**src/design/chan_cfg_pkg.sv**
```systemverilog
// Shared constants and types for the channel configuration block
package chan_cfg_pkg;

    // ************************************************************
    // Register map
    // ************************************************************
    localparam logic [6:0] ADDR_POWERDOWN  = 7'h02;
    localparam logic [6:0] ADDR_FEATURE    = 7'h03;
    localparam logic [7:0] POWERDOWN_RESET = 8'h00;
    localparam logic [7:0] FEATURE_RESET   = 8'h00;
    localparam logic [7:0] ALL_OFF         = 8'hff;
    localparam logic [7:0] ABSENT_MASK     = 8'hf0;
    localparam logic [7:0] NONE_MASK       = 8'h00;

    // ************************************************************
    // Serial frame layout
    // ************************************************************
    localparam int         CMD_BITS   = 16;
    localparam int         FRAME_BITS = 25;
    localparam int         ADDR_HI    = 15;
    localparam int         ADDR_LO    = 9;
    localparam int         WR_BIT     = 8;
    localparam int         DATA_HI    = 7;
    localparam logic [4:0] CMD_LAST   = 5'h0f;
    localparam logic [4:0] CMD_DONE   = 5'h10;
    localparam logic [16:0] READ_PAD  = 17'h00000;
    localparam logic [1:0]  RES_PAD   = 2'h0;
    localparam logic [8:0]  TAG_LOW   = 9'h000;
    localparam int         FIFO_DEPTH = 16;

    // ************************************************************
    // Types
    // ************************************************************
    typedef struct packed {
        logic [1:0] chain_device_id;
        logic       zero5;
        logic       alarm_en;
        logic       zero3;
        logic [2:0] output_frame_format;
    } feature_t;

    typedef struct packed {
        logic [3:0]  chan;
        logic [13:0] data;
    } result_word_t;

    typedef enum logic [2:0] {
        FMT_RESULT = 3'b000,
        FMT_CHAN   = 3'b001,
        FMT_DEV    = 3'b010,
        FMT_RANGE  = 3'b011
    } fmt_t;

    typedef enum logic [1:0] {
        FRAME_IDLE  = 2'b00,
        FRAME_CMD   = 2'b01,
        FRAME_LOAD  = 2'b10,
        FRAME_SHIFT = 2'b11
    } frame_state_t;

endpackage

```
**src/design/result_fifo.sv**
```systemverilog
// Synchronous FIFO holding conversion results
`timescale 1ns/100ps
module result_fifo #(
    parameter int WIDTH = 18,
    parameter int DEPTH = 16
) (
    input  wire logic             mclk,
    input  wire logic             nrst,
    input  wire logic             in_valid,
    output logic                  in_ready,
    input  wire logic [WIDTH-1:0] in_data,
    output logic                  out_valid,
    input  wire logic             out_ready,
    output logic      [WIDTH-1:0] out_data
);
    localparam int AW = $clog2(DEPTH);

    logic [WIDTH-1:0] mem_q [DEPTH];
    logic [AW:0]      wr_q;
    logic [AW:0]      wr_d;
    logic [AW:0]      rd_q;
    logic [AW:0]      rd_d;
    logic             push;
    logic             pop;
    logic             full;
    logic             empty;

    // ************************************************************
    // Pointers and flags
    // ************************************************************
    always_comb begin
        empty     = (wr_q == rd_q);
        full      = (wr_q[AW-1:0] == rd_q[AW-1:0]) && (wr_q[AW] != rd_q[AW]);
        in_ready  = !full;
        out_valid = !empty;
        push      = in_valid && !full;
        pop       = out_ready && !empty;
        wr_d      = push ? wr_q + 1'b1 : wr_q;
        rd_d      = pop ? rd_q + 1'b1 : rd_q;
        out_data  = mem_q[rd_q[AW-1:0]];
    end

    always_ff @(posedge mclk) begin
        if (!nrst) begin
            wr_q <= '0;
            rd_q <= '0;
        end else begin
            wr_q <= wr_d;
            rd_q <= rd_d;
        end
    end

    // ************************************************************
    // Storage
    // ************************************************************
    always_ff @(posedge mclk) begin
        if (push) begin
            mem_q[wr_q[AW-1:0]] <= in_data;
        end
    end

    a_no_overflow : assert property (@(posedge mclk) disable iff (!nrst)
        full |=> (wr_q == $past(wr_q)))
        else $error("fifo written while full");

endmodule

```
**src/design/chan_cfg_top.sv**
```systemverilog
// Power-down and output-format registers with the serial result frame
`timescale 1ns/100ps
module chan_cfg_top #(
    parameter bit FOUR_CHAN = 1'b0
) (
    input  wire logic                        mclk,
    input  wire logic                        nrst,
    input  wire logic                        sclk,
    input  wire logic                        cs_n,
    input  wire logic                        sdi,
    output logic                             sdo,
    output logic                             sdo_oe_n,
    input  wire logic                        conv_valid,
    output logic                             conv_ready,
    input  wire chan_cfg_pkg::result_word_t  conv_data,
    input  wire logic [7:0][3:0]             chan_range,
    input  wire logic                        manual_channel_mode,
    input  wire logic [2:0]                  manual_channel_sel,
    output logic      [7:0]                  frontend_off,
    output logic      [7:0]                  scan_allowed,
    output logic                             alarm_enable,
    output logic                             result_invalid,
    output logic                             false_alarm_risk
);
    import chan_cfg_pkg::*;

    logic [2:0]   sclk_s;
    logic [1:0]   cs_s;
    logic [1:0]   sdi_s;
    logic         rise;
    logic         fall;

    frame_state_t state_q;
    frame_state_t state_d;
    logic [4:0]   cnt_q;
    logic [4:0]   cnt_d;
    logic [15:0]  cmd_q;
    logic [15:0]  cmd_d;
    logic [15:0]  cmd_word;
    logic [24:0]  out_q;
    logic [24:0]  out_d;
    logic         oe_n_q;
    logic         oe_n_d;
    logic         reply_q;
    logic         reply_d;
    logic [7:0]   rdata_q;
    logic [7:0]   rdata_d;
    logic [7:0]   pd_q;
    logic [7:0]   pd_d;
    feature_t     feat_q;
    feature_t     feat_d;
    result_word_t held_q;
    result_word_t held_d;
    result_word_t word;
    result_word_t fifo_data;
    logic         fifo_valid;
    logic         pop;
    logic [7:0]   absent;
    logic         load_result;
    logic         load_read;
    logic [6:0]   addr;

    // ************************************************************
    // Pin synchronisers
    // ************************************************************
    always_ff @(posedge mclk) begin
        if (!nrst) begin
            sclk_s <= '0;
            cs_s   <= 2'h3;
            sdi_s  <= '0;
        end else begin
            sclk_s <= {sclk_s[1:0], sclk};
            cs_s   <= {cs_s[0], cs_n};
            sdi_s  <= {sdi_s[0], sdi};
        end
    end

    assign rise = sclk_s[1] && !sclk_s[2];
    assign fall = !sclk_s[1] && sclk_s[2];

    // ************************************************************
    // Result buffer
    // ************************************************************
    result_fifo #(
        .WIDTH ($bits(result_word_t)),
        .DEPTH (FIFO_DEPTH)
    ) u_fifo (
        .mclk      (mclk),
        .nrst      (nrst),
        .in_valid  (conv_valid),
        .in_ready  (conv_ready),
        .in_data   (conv_data),
        .out_valid (fifo_valid),
        .out_ready (pop),
        .out_data  (fifo_data)
    );

    // ************************************************************
    // Frame assembly
    // ************************************************************
    function automatic logic [24:0] build_frame(
        input result_word_t w,
        input logic [2:0]   fmt,
        input logic [1:0]   dev,
        input logic [3:0]   rng
    );
        logic [24:0] f;
        f = {w.data, RES_PAD, TAG_LOW};
        case (fmt)
            FMT_CHAN: begin
                f[8:5] = w.chan;
            end
            FMT_DEV: begin
                f[8:5] = w.chan;
                f[4:3] = dev;
            end
            FMT_RANGE: begin
                f[8:5] = w.chan;
                f[4:3] = dev;
                f[2:0] = rng[2:0];
            end
            default: begin
                f[8:0] = TAG_LOW;
            end
        endcase
        return f;
    endfunction

    // ************************************************************
    // Frame control and registers
    // ************************************************************
    assign absent   = FOUR_CHAN ? ABSENT_MASK : NONE_MASK;
    assign cmd_word = {cmd_q[14:0], sdi_s[1]};
    assign addr     = cmd_word[ADDR_HI:ADDR_LO];

    always_comb begin
        state_d     = state_q;
        cnt_d       = cnt_q;
        cmd_d       = cmd_q;
        out_d       = out_q;
        oe_n_d      = oe_n_q;
        reply_d     = reply_q;
        rdata_d     = rdata_q;
        pd_d        = pd_q;
        feat_d      = feat_q;
        held_d      = held_q;
        pop         = 1'b0;
        load_result = 1'b0;
        load_read   = 1'b0;
        word        = fifo_valid ? fifo_data : held_q;
        if (cs_s[1]) begin
            state_d = FRAME_IDLE;
            cnt_d   = '0;
            oe_n_d  = 1'b1;
        end else begin
            case (state_q)
                FRAME_IDLE: begin
                    state_d = FRAME_CMD;
                    cnt_d   = '0;
                end
                FRAME_CMD: begin
                    if (rise) begin
                        cmd_d = cmd_word;
                        cnt_d = cnt_q + 5'h01;
                        if (cnt_q == CMD_LAST) begin
                            state_d = FRAME_LOAD;
                            reply_d = 1'b0;
                            if (cmd_word[WR_BIT]) begin
                                if (addr == ADDR_POWERDOWN) begin
                                    pd_d = (cmd_word[DATA_HI:0] & ~absent)
                                        | (pd_q & absent);
                                end else if (addr == ADDR_FEATURE) begin
                                    feat_d       = cmd_word[DATA_HI:0];
                                    feat_d.zero5 = 1'b0;
                                    feat_d.zero3 = 1'b0;
                                end
                            end else if (addr == ADDR_POWERDOWN) begin
                                reply_d = 1'b1;
                                rdata_d = pd_q | absent;
                            end else if (addr == ADDR_FEATURE) begin
                                reply_d = 1'b1;
                                rdata_d = feat_q;
                            end
                        end
                    end
                end
                FRAME_LOAD: begin
                    if (fall) begin
                        state_d = FRAME_SHIFT;
                        oe_n_d  = 1'b0;
                        if (reply_q) begin
                            load_read = 1'b1;
                            out_d     = {rdata_q, READ_PAD};
                        end else begin
                            load_result = 1'b1;
                            pop         = fifo_valid;
                            held_d      = word;
                            out_d       = build_frame(word, feat_q.output_frame_format,
                                feat_q.chain_device_id, chan_range[word.chan[2:0]]);
                        end
                    end
                end
                FRAME_SHIFT: begin
                    if (fall) begin
                        out_d = {out_q[23:0], 1'b0};
                    end
                end
                default: begin
                    state_d = FRAME_IDLE;
                end
            endcase
        end
    end

    always_ff @(posedge mclk) begin
        if (!nrst) begin
            state_q <= FRAME_IDLE;
            cnt_q   <= '0;
            cmd_q   <= '0;
            out_q   <= '0;
            oe_n_q  <= 1'b1;
            reply_q <= 1'b0;
            rdata_q <= '0;
            pd_q    <= POWERDOWN_RESET;
            feat_q  <= FEATURE_RESET;
            held_q  <= '0;
        end else begin
            state_q <= state_d;
            cnt_q   <= cnt_d;
            cmd_q   <= cmd_d;
            out_q   <= out_d;
            oe_n_q  <= oe_n_d;
            reply_q <= reply_d;
            rdata_q <= rdata_d;
            pd_q    <= pd_d;
            feat_q  <= feat_d;
            held_q  <= held_d;
        end
    end

    // ************************************************************
    // Outputs
    // ************************************************************
    assign sdo              = out_q[FRAME_BITS-1];
    assign sdo_oe_n         = oe_n_q;
    assign frontend_off     = pd_q | absent;
    assign scan_allowed     = ~frontend_off;
    assign alarm_enable     = feat_q.alarm_en;
    assign result_invalid   = (frontend_off == ALL_OFF)
        || (manual_channel_mode && frontend_off[manual_channel_sel]);
    assign false_alarm_risk = result_invalid && feat_q.alarm_en;

    // ************************************************************
    // Checks
    // ************************************************************
    a_pd_reset : assert property (@(posedge mclk) !nrst |=> (pd_q == POWERDOWN_RESET)
        && (feat_q == FEATURE_RESET))
        else $error("registers not cleared by reset");

    a_all_off_invalid : assert property (@(posedge mclk) disable iff (!nrst)
        (frontend_off == ALL_OFF) |-> result_invalid)
        else $error("all channels off but result valid");

    a_manual_off_alarm : assert property (@(posedge mclk) disable iff (!nrst)
        (manual_channel_mode && frontend_off[manual_channel_sel] && alarm_enable)
        |-> (result_invalid && false_alarm_risk))
        else $error("manual channel off not flagged");

    a_scan_exclude : assert property (@(posedge mclk) disable iff (!nrst)
        $rose(pd_q[0]) |-> (frontend_off[0] && !scan_allowed[0]))
        else $error("powered down channel still scanned");

    a_absent_write : assert property (@(posedge mclk) disable iff (!nrst)
        FOUR_CHAN |=> (pd_q[7:4] == $past(pd_q[7:4])))
        else $error("absent channel bits changed");

    a_absent_read : assert property (@(posedge mclk) disable iff (!nrst)
        (load_read && FOUR_CHAN && (cmd_q[ADDR_HI:ADDR_LO] == ADDR_POWERDOWN))
        |=> (out_q[24:21] == 4'hf))
        else $error("absent channel bits not read as ones");

    a_zero_bits : assert property (@(posedge mclk) disable iff (!nrst)
        $changed(feat_q) |-> (!feat_q.zero5 && !feat_q.zero3))
        else $error("reserved feature bits not zero");

    a_start_edge : assert property (@(posedge mclk) disable iff (!nrst)
        $fell(sdo_oe_n) |-> ((cnt_q == CMD_DONE) && (state_q == FRAME_SHIFT)))
        else $error("output did not start at sixteenth falling edge");

    a_result_place : assert property (@(posedge mclk) disable iff (!nrst)
        load_result |=> (out_q[24:9] == {$past(word.data), RES_PAD}))
        else $error("result not placed in bits 24 to 9");

    a_fmt_low : assert property (@(posedge mclk) disable iff (!nrst)
        (load_result && (feat_q.output_frame_format == FMT_RESULT))
        |=> (out_q[8:0] == TAG_LOW))
        else $error("tag bits not low in result only format");

    a_dev_tag : assert property (@(posedge mclk) disable iff (!nrst)
        (load_result && (feat_q.output_frame_format == FMT_DEV))
        |=> (out_q[4:3] == $past(feat_q.chain_device_id)) && (out_q[2:0] == 3'h0))
        else $error("device tag wrong");

endmodule

```
**config.mk**
```make
export PLATFORM = sky130hd
export DESIGN_NAME = chan_cfg_top
export DESIGN_NICKNAME = d
export VERILOG_FILES = /design/src/design/chan_cfg_pkg.sv /design/src/design/result_fifo.sv /design/src/design/chan_cfg_top.sv
export SDC_FILE = /design/constraint.sdc
export NUM_CORES = 1
export LEC_CHECK = 0
export BUFFER_PORTS_ARGS = -buffer_cell sky130_fd_sc_hd__buf_2
export CAP_MARGIN = 5
export CELL_PAD_IN_SITES_DETAIL_PLACEMENT = 1
export CELL_PAD_IN_SITES_GLOBAL_PLACEMENT = 2
export CORE_ASPECT_RATIO = 0.9
export CORE_MARGIN = 8
export CORE_UTILIZATION = 49
export DETAILED_ROUTE_END_ITERATION = 8
export GPL_TIMING_DRIVEN = 0
export HOLD_SLACK_MARGIN = 0.1
export PLACE_DENSITY_LB_ADDON = 0.1
export SLEW_MARGIN = 20
export SYNTH_ARGS = -nofsm -noshare
export SYNTH_HDL_FRONTEND = slang
export SYNTH_SLANG_ARGS = --single-unit
```
**constraint.sdc**
```tcl
create_clock -name mclk -period 8.6 [get_ports mclk]
set_input_delay 0.86 -clock mclk [delete_from_list [all_inputs] [get_ports mclk]]
set_output_delay 0.86 -clock mclk [all_outputs]
set_load 0.005 [all_outputs]
```
---- Word level (Yosys, flattened, before mapping) ----
Memories as Yosys holds them, arrays and structs flattened. A register that Yosys moved wholly into a read port is not among the register bits.
Cells that the tools add are included.
W data, S select, Z words.
word-level totals
  flip-flop bits (word level) ............. 106
  word-level logic and storage cells ...... 108
  input bits .............................. 60
  memories ................................ 1
  output and inout port bits .............. 22
  bits in writable memories ............... 288
memory list
  name          words  bits a word  rd ports  clocked after memory_dff  wr ports  line               text
  u_fifo.mem_q  16     18           1         1                         1         result_fifo.sv:18  logic [WIDTH-1:0] mem_q [DEPTH];
operators by class
  equal/unequal tests ..................... 17
  reductions and logical operators ........ 30
  order comparisons ....................... 2
  bitwise operators ....................... 6
  mux-type cells .......................... 31
  add/subtract/negate cells ............... 3
operator list
  kind                   number
  $mux W25               3
  $pmux W25 S2           1
  $mux W18               1
  $mux W8                2
  $reduce_and A4 Y1      4
  $add A5 B1 Y5 const B  3
  $eq A7 B2 Y1 const B   2
  $bmux W4 S3            1
  $mux W4                3
  $reduce_and A6 Y1      2
  $mux W1                10
  $pmux W5 S2            1
  $eq A8 B8 Y1 const B   1
  $lt A3 B4 Y1 const B   2
  $mux W2                4
  $ne A2 B2 Y1 const B   4
  $not A8 Y8             1
  $logic_and A1 B1 Y1    7
  $reduce_and A7 Y1      1
  $eq A3 B2 Y1 const B   2
  $mux W3                2
  $pmux W2 S3            1
  $reduce_bool A2 Y1     3
  $eq A5 B4 Y1 const B   1
  17 further kinds       27

---- Depth between registers and ports, before layout ----
  word-level depth ........................ 9
  mapped depth ............................ 10
  mapped depth without buffers ............ 8

---- Hierarchy ----
Synthesis repeated with hierarchy kept, for this count alone.
second synthesis, totals
  cells, all modules ...................... 1061
  area, all modules ....................... 16515.8 µm²
modules (own cells, without submodules)
  module        times used  area each (µm²)  cells each  sequential area each (µm²)
  result_fifo   1           11807.6          506         8928.6
  chan_cfg_top  1           4708.3           555         1921.8

---- Least setup slack after synthesis ----
OpenSTA, ideal clock, no wires.
  path kind ............................... input to register
  start ................................... input port conv_valid
  end ..................................... memory u_fifo.mem_q[3][0] (enable)
  arrival ................................. 2649 ps
  path buffers ............................ 1
  setup time .............................. 416 ps
  required time ........................... 8184 ps
  slack ................................... 5535 ps
  cell stages on the path ................. 4
  path through ............................ and2_1 > clkbuf_1 > nand2_1 > nor3_1
on the way
  cells in the longest elaborated chain, start to end .. 3
RTL lines
  element                        line                text
  start, declared                chan_cfg_top.sv:13  input wire logic conv_valid,
  $logic_and A1 B1 Y1            result_fifo.sv:36   push = in_valid && !full;
  $mux W1                        result_fifo.sv:57   if (push) begin
  $mux W1 (implied by the code)  result_fifo.sv:58   mem_q[wr_q[AW-1:0]] <= in_data;
  end, declared                  result_fifo.sv:18
Every way passes these cells.

==> impl_metrics.json <==
{
  "status": "finished, final reports clean",
  "worst_setup_path_end_kind": "flop",
  "via_per_inst": 5.704,
  "synth_most_common_cell": "edfxtp_1",
  "yosysWarnings": 0,
  "core-area_um2": 32710,
  "hold_path.class": "reg -> reg",
  "crit_arrival_ps": 3920,
  "crit_required_ps": 9020,
  "powerDensity_nw_per_um2": 219.7,
  "drt_iter0_markers": 514,
  "ant_nets": 0,
  "io_pins": 82,
  "grt_overflow_total": 0,
  "holdCritStartpoint": "cs_s[0]",
  "max_slew_margin": 0.3985,
  "diodes": 0,
  "vias": 9126,
  "routabilityCongestion": 0.7321,
  "clock_sinks": 398,
  "placed_cell_area_um2": 17590,
  "peakVddDrop_v": 0.0002280,
  "die_y_um": 188.3,
  "grt_pass1_vias": 9680,
  "drt_first_pass_iters": 5,
  "clkTransAtPathRegs_ps": 60,
  "synthesis.nets": 1075,
  "grt_pass1_wl_mm": 60.21,
  "netlist_instances": 1003,
  "clk_latency_ps": 570,
  "yosys-top-cells-count": "edfxtp_1, dfxtp_1, nand2_1, mux4_2, mux2i_1",
  "r2r-end": "out_q[13]",
  "grt_max_degree": 19,
  "setup_viol": 0,
  "routed_wl_mm": 39.58,
  "setup_ws_ps": 5099,
  "synthesis.area_um2": 16170,
  "drive_gt1_frac": 0.2453,
  "ff2ff_setup_slack_ps": 5100,
  "synthFlopType": "edfxtp_1",
  "cts_hold_buffers": 0,
  "cts_buffer_depth": 3,
  "die_x_um": 207.5,
  "drc": 0,
  "fin_util": 0.5845,
  "yosys_register_bits": 398,
  "tns_ps": 0,
  "power.leakage_nw": 6.444,
  "synth_top_cell_by_area": "edfxtp_1",
  "die_area_um2": 39080,
  "ys_top_cells_by_area": "edfxtp_1, dfxtp_1, mux4_2",
  "start_util": 0.4943,
  "finClkSkew_ps": 39.32,
  "fin_area_um2": 19120,
  "finalHoldViolations": 0,
  "grt.total_usage": 0.2030,
  "rsz0062_at_grt": "false",
  "fp-row-count": 63,
  "worst-setup-path-type": "reg -> reg",
  "holdWs_ps": 418.5,
  "stdcell_count": 1600,
  "postSynthAreaPerCell_um2": 16.12,
  "cp-start-kind": "flop",
  "seq_area_frac_synth": 0.6710,
  "port-buffer-count": 73,
  "path_max_fanout": 10,
  "fmax_mhz": 285.7,
  "post-place-ws_ps": 5040,
  "root_buffer": "clkbuf_16",
  "slew_violations": 0,
  "worst_pin_slew_ps": 895.4,
  "min_to": "cs_s[1]",
  "cts_made_buffers": 42,
  "routedWlPerCell_um": 24.74,
  "cts_max_level": 2,
  "synthArstFlopShare": 0,
  "post-cts-setup-buffer-count": 0,
  "synth_cell_types": 54,
  "place_hpwl_mm": 27.01,
  "ff2ff_path_depth": 7,
  "cts_tree": "done",
  "hold_depth": 1,
  "cap_violations": 0,
  "post_cts_resized": 0,
  "post-route-period-util": 0.4071,
  "num-nets-final": 1216,
  "synth_edf_count": 288,
  "antenna_found_initial": 2,
  "yosys.area.top_type_share": 0.5348,
  "fin_crit_ps": 3501,
  "area_growth_pct": 18.25,
  "dp.cells": 1522,
  "power_mw": 4.201
}
[flip-flops by register name (all words and copies together), names as in the netlist, 3 cells and up, named ones only]
register,flops
u_fifo.mem_q,288
out_q,25
held_q,18
cmd_q,15
frontend_off,8
rdata_q,8
cnt_q,5
feat_q,5
u_fifo.rd_q,5
u_fifo.wr_q,5
sclk_s,3
[cells by family after synthesis]
family          after synthesis  synth area share
flops                       398            0.6710
compound gates              109           0.04666
xor+xnor                     15          0.008125
buf+inv                      70           0.02151
mux                         151            0.1699
fa+ha+maj                    12          0.009285
simple gates                248           0.07351
[where the power goes]
part | total, mW | internal (mW) | switching [mW]
registers | 2.08 | 2.07 | 0.00622
clock network | 1.98 | 1.20 | 0.772
logic | 0.145 | 0.0593 | 0.0856
[cell usage in the layout (no fill, tap or decap), types with 3 or more instances in the layout]
| cell type | Yosys | routed |
|---|---|---|
| edfxtp_1 | 288 | 288 |
| nand2_1 | 110 | 110 |
| dfxtp_1 | 110 | 110 |
| buf_2 | 13 | 86 |
| mux4_2 | 69 | 69 |
| mux2i_1 | 50 | 50 |
| clkbuf_16 | 0 | 43 |
| a21boi_0 | 38 | 38 |
| clkbuf_1 | 30 | 35 |
| nor2_1 | 39 | 27 |
| o21ai_0 | 25 | 25 |
| mux4_1 | 21 | 21 |
| nor2b_1 | 20 | 20 |
| and2_1 | 16 | 16 |
| a21oi_1 | 15 | 15 |
| inv_1 | 13 | 13 |
| nand3_1 | 13 | 13 |
| nor2_4 | 0 | 12 |
| buf_4 | 4 | 12 |
| ha_1 | 12 | 12 |
| nand2b_1 | 11 | 11 |
| xor2_1 | 9 | 9 |
| o211a_1 | 9 | 9 |
| nor3b_1 | 9 | 9 |
| buf_16 | 0 | 9 |
| nand4_1 | 8 | 8 |
| mux2_2 | 8 | 8 |
| a221oi_1 | 8 | 8 |
| clkinv_2 | 0 | 8 |
| clkbuf_8 | 0 | 8 |
| bufinv_16 | 0 | 7 |
| buf_6 | 2 | 6 |
| xnor2_1 | 6 | 6 |
| nor3_2 | 0 | 4 |
| buf_12 | 1 | 4 |
| buf_1 | 4 | 4 |
| a22oi_1 | 3 | 3 |
| a31oi_1 | 3 | 3 |
| clkinvlp_4 | 0 | 3 |
[area by class of cell]
cell class | count | area (um2)
multi-input combinational | 535 | 5082
inverter | 14 | 52.55
tap | 422 | 528.0
clock buffer | 56 | 1205
sequential | 398 | 10850
buffer | 56 | 295.3
clock inverter | 22 | 330.3
timing repair buffer | 97 | 778.2
fill | 2977 | 13590
[worst max-delay path, stage by stage, from the launching register on]
cell      delay, ps
dfxtp_1         500
clkbuf_1        610
buf_1           630
mux4_2          410
mux4_2          550
mux2_2          300
a221oi_1        280
nor3b_1          80
[routing by layer]
layer | share of wire | up-vias | track usage
met5 | 0.00053 | - | 0
met4 | 0.026 | 4 | 0.06511
met3 | 0.052 | 82 | 0.03654
met2 | 0.49 | 249 | 0.3427
met1 | 0.43 | 4650 | 0.2649
li1 | - | 4141 | -
[how the worst max path moves through the flow]
stage                     startpoint  slack [ps]            endpoint
after floorplan           conv_valid        5540  u_fifo.mem_q[3][0]
after global placement    conv_valid        3620  u_fifo.mem_q[0][8]
after detailed placement        flop        5040           out_q[11]
after CTS                       flop        5030           out_q[11]
after global routing            flop        4940           out_q[17]
final                           flop        5100           out_q[13]
Power figures use the tool's default switching activity.
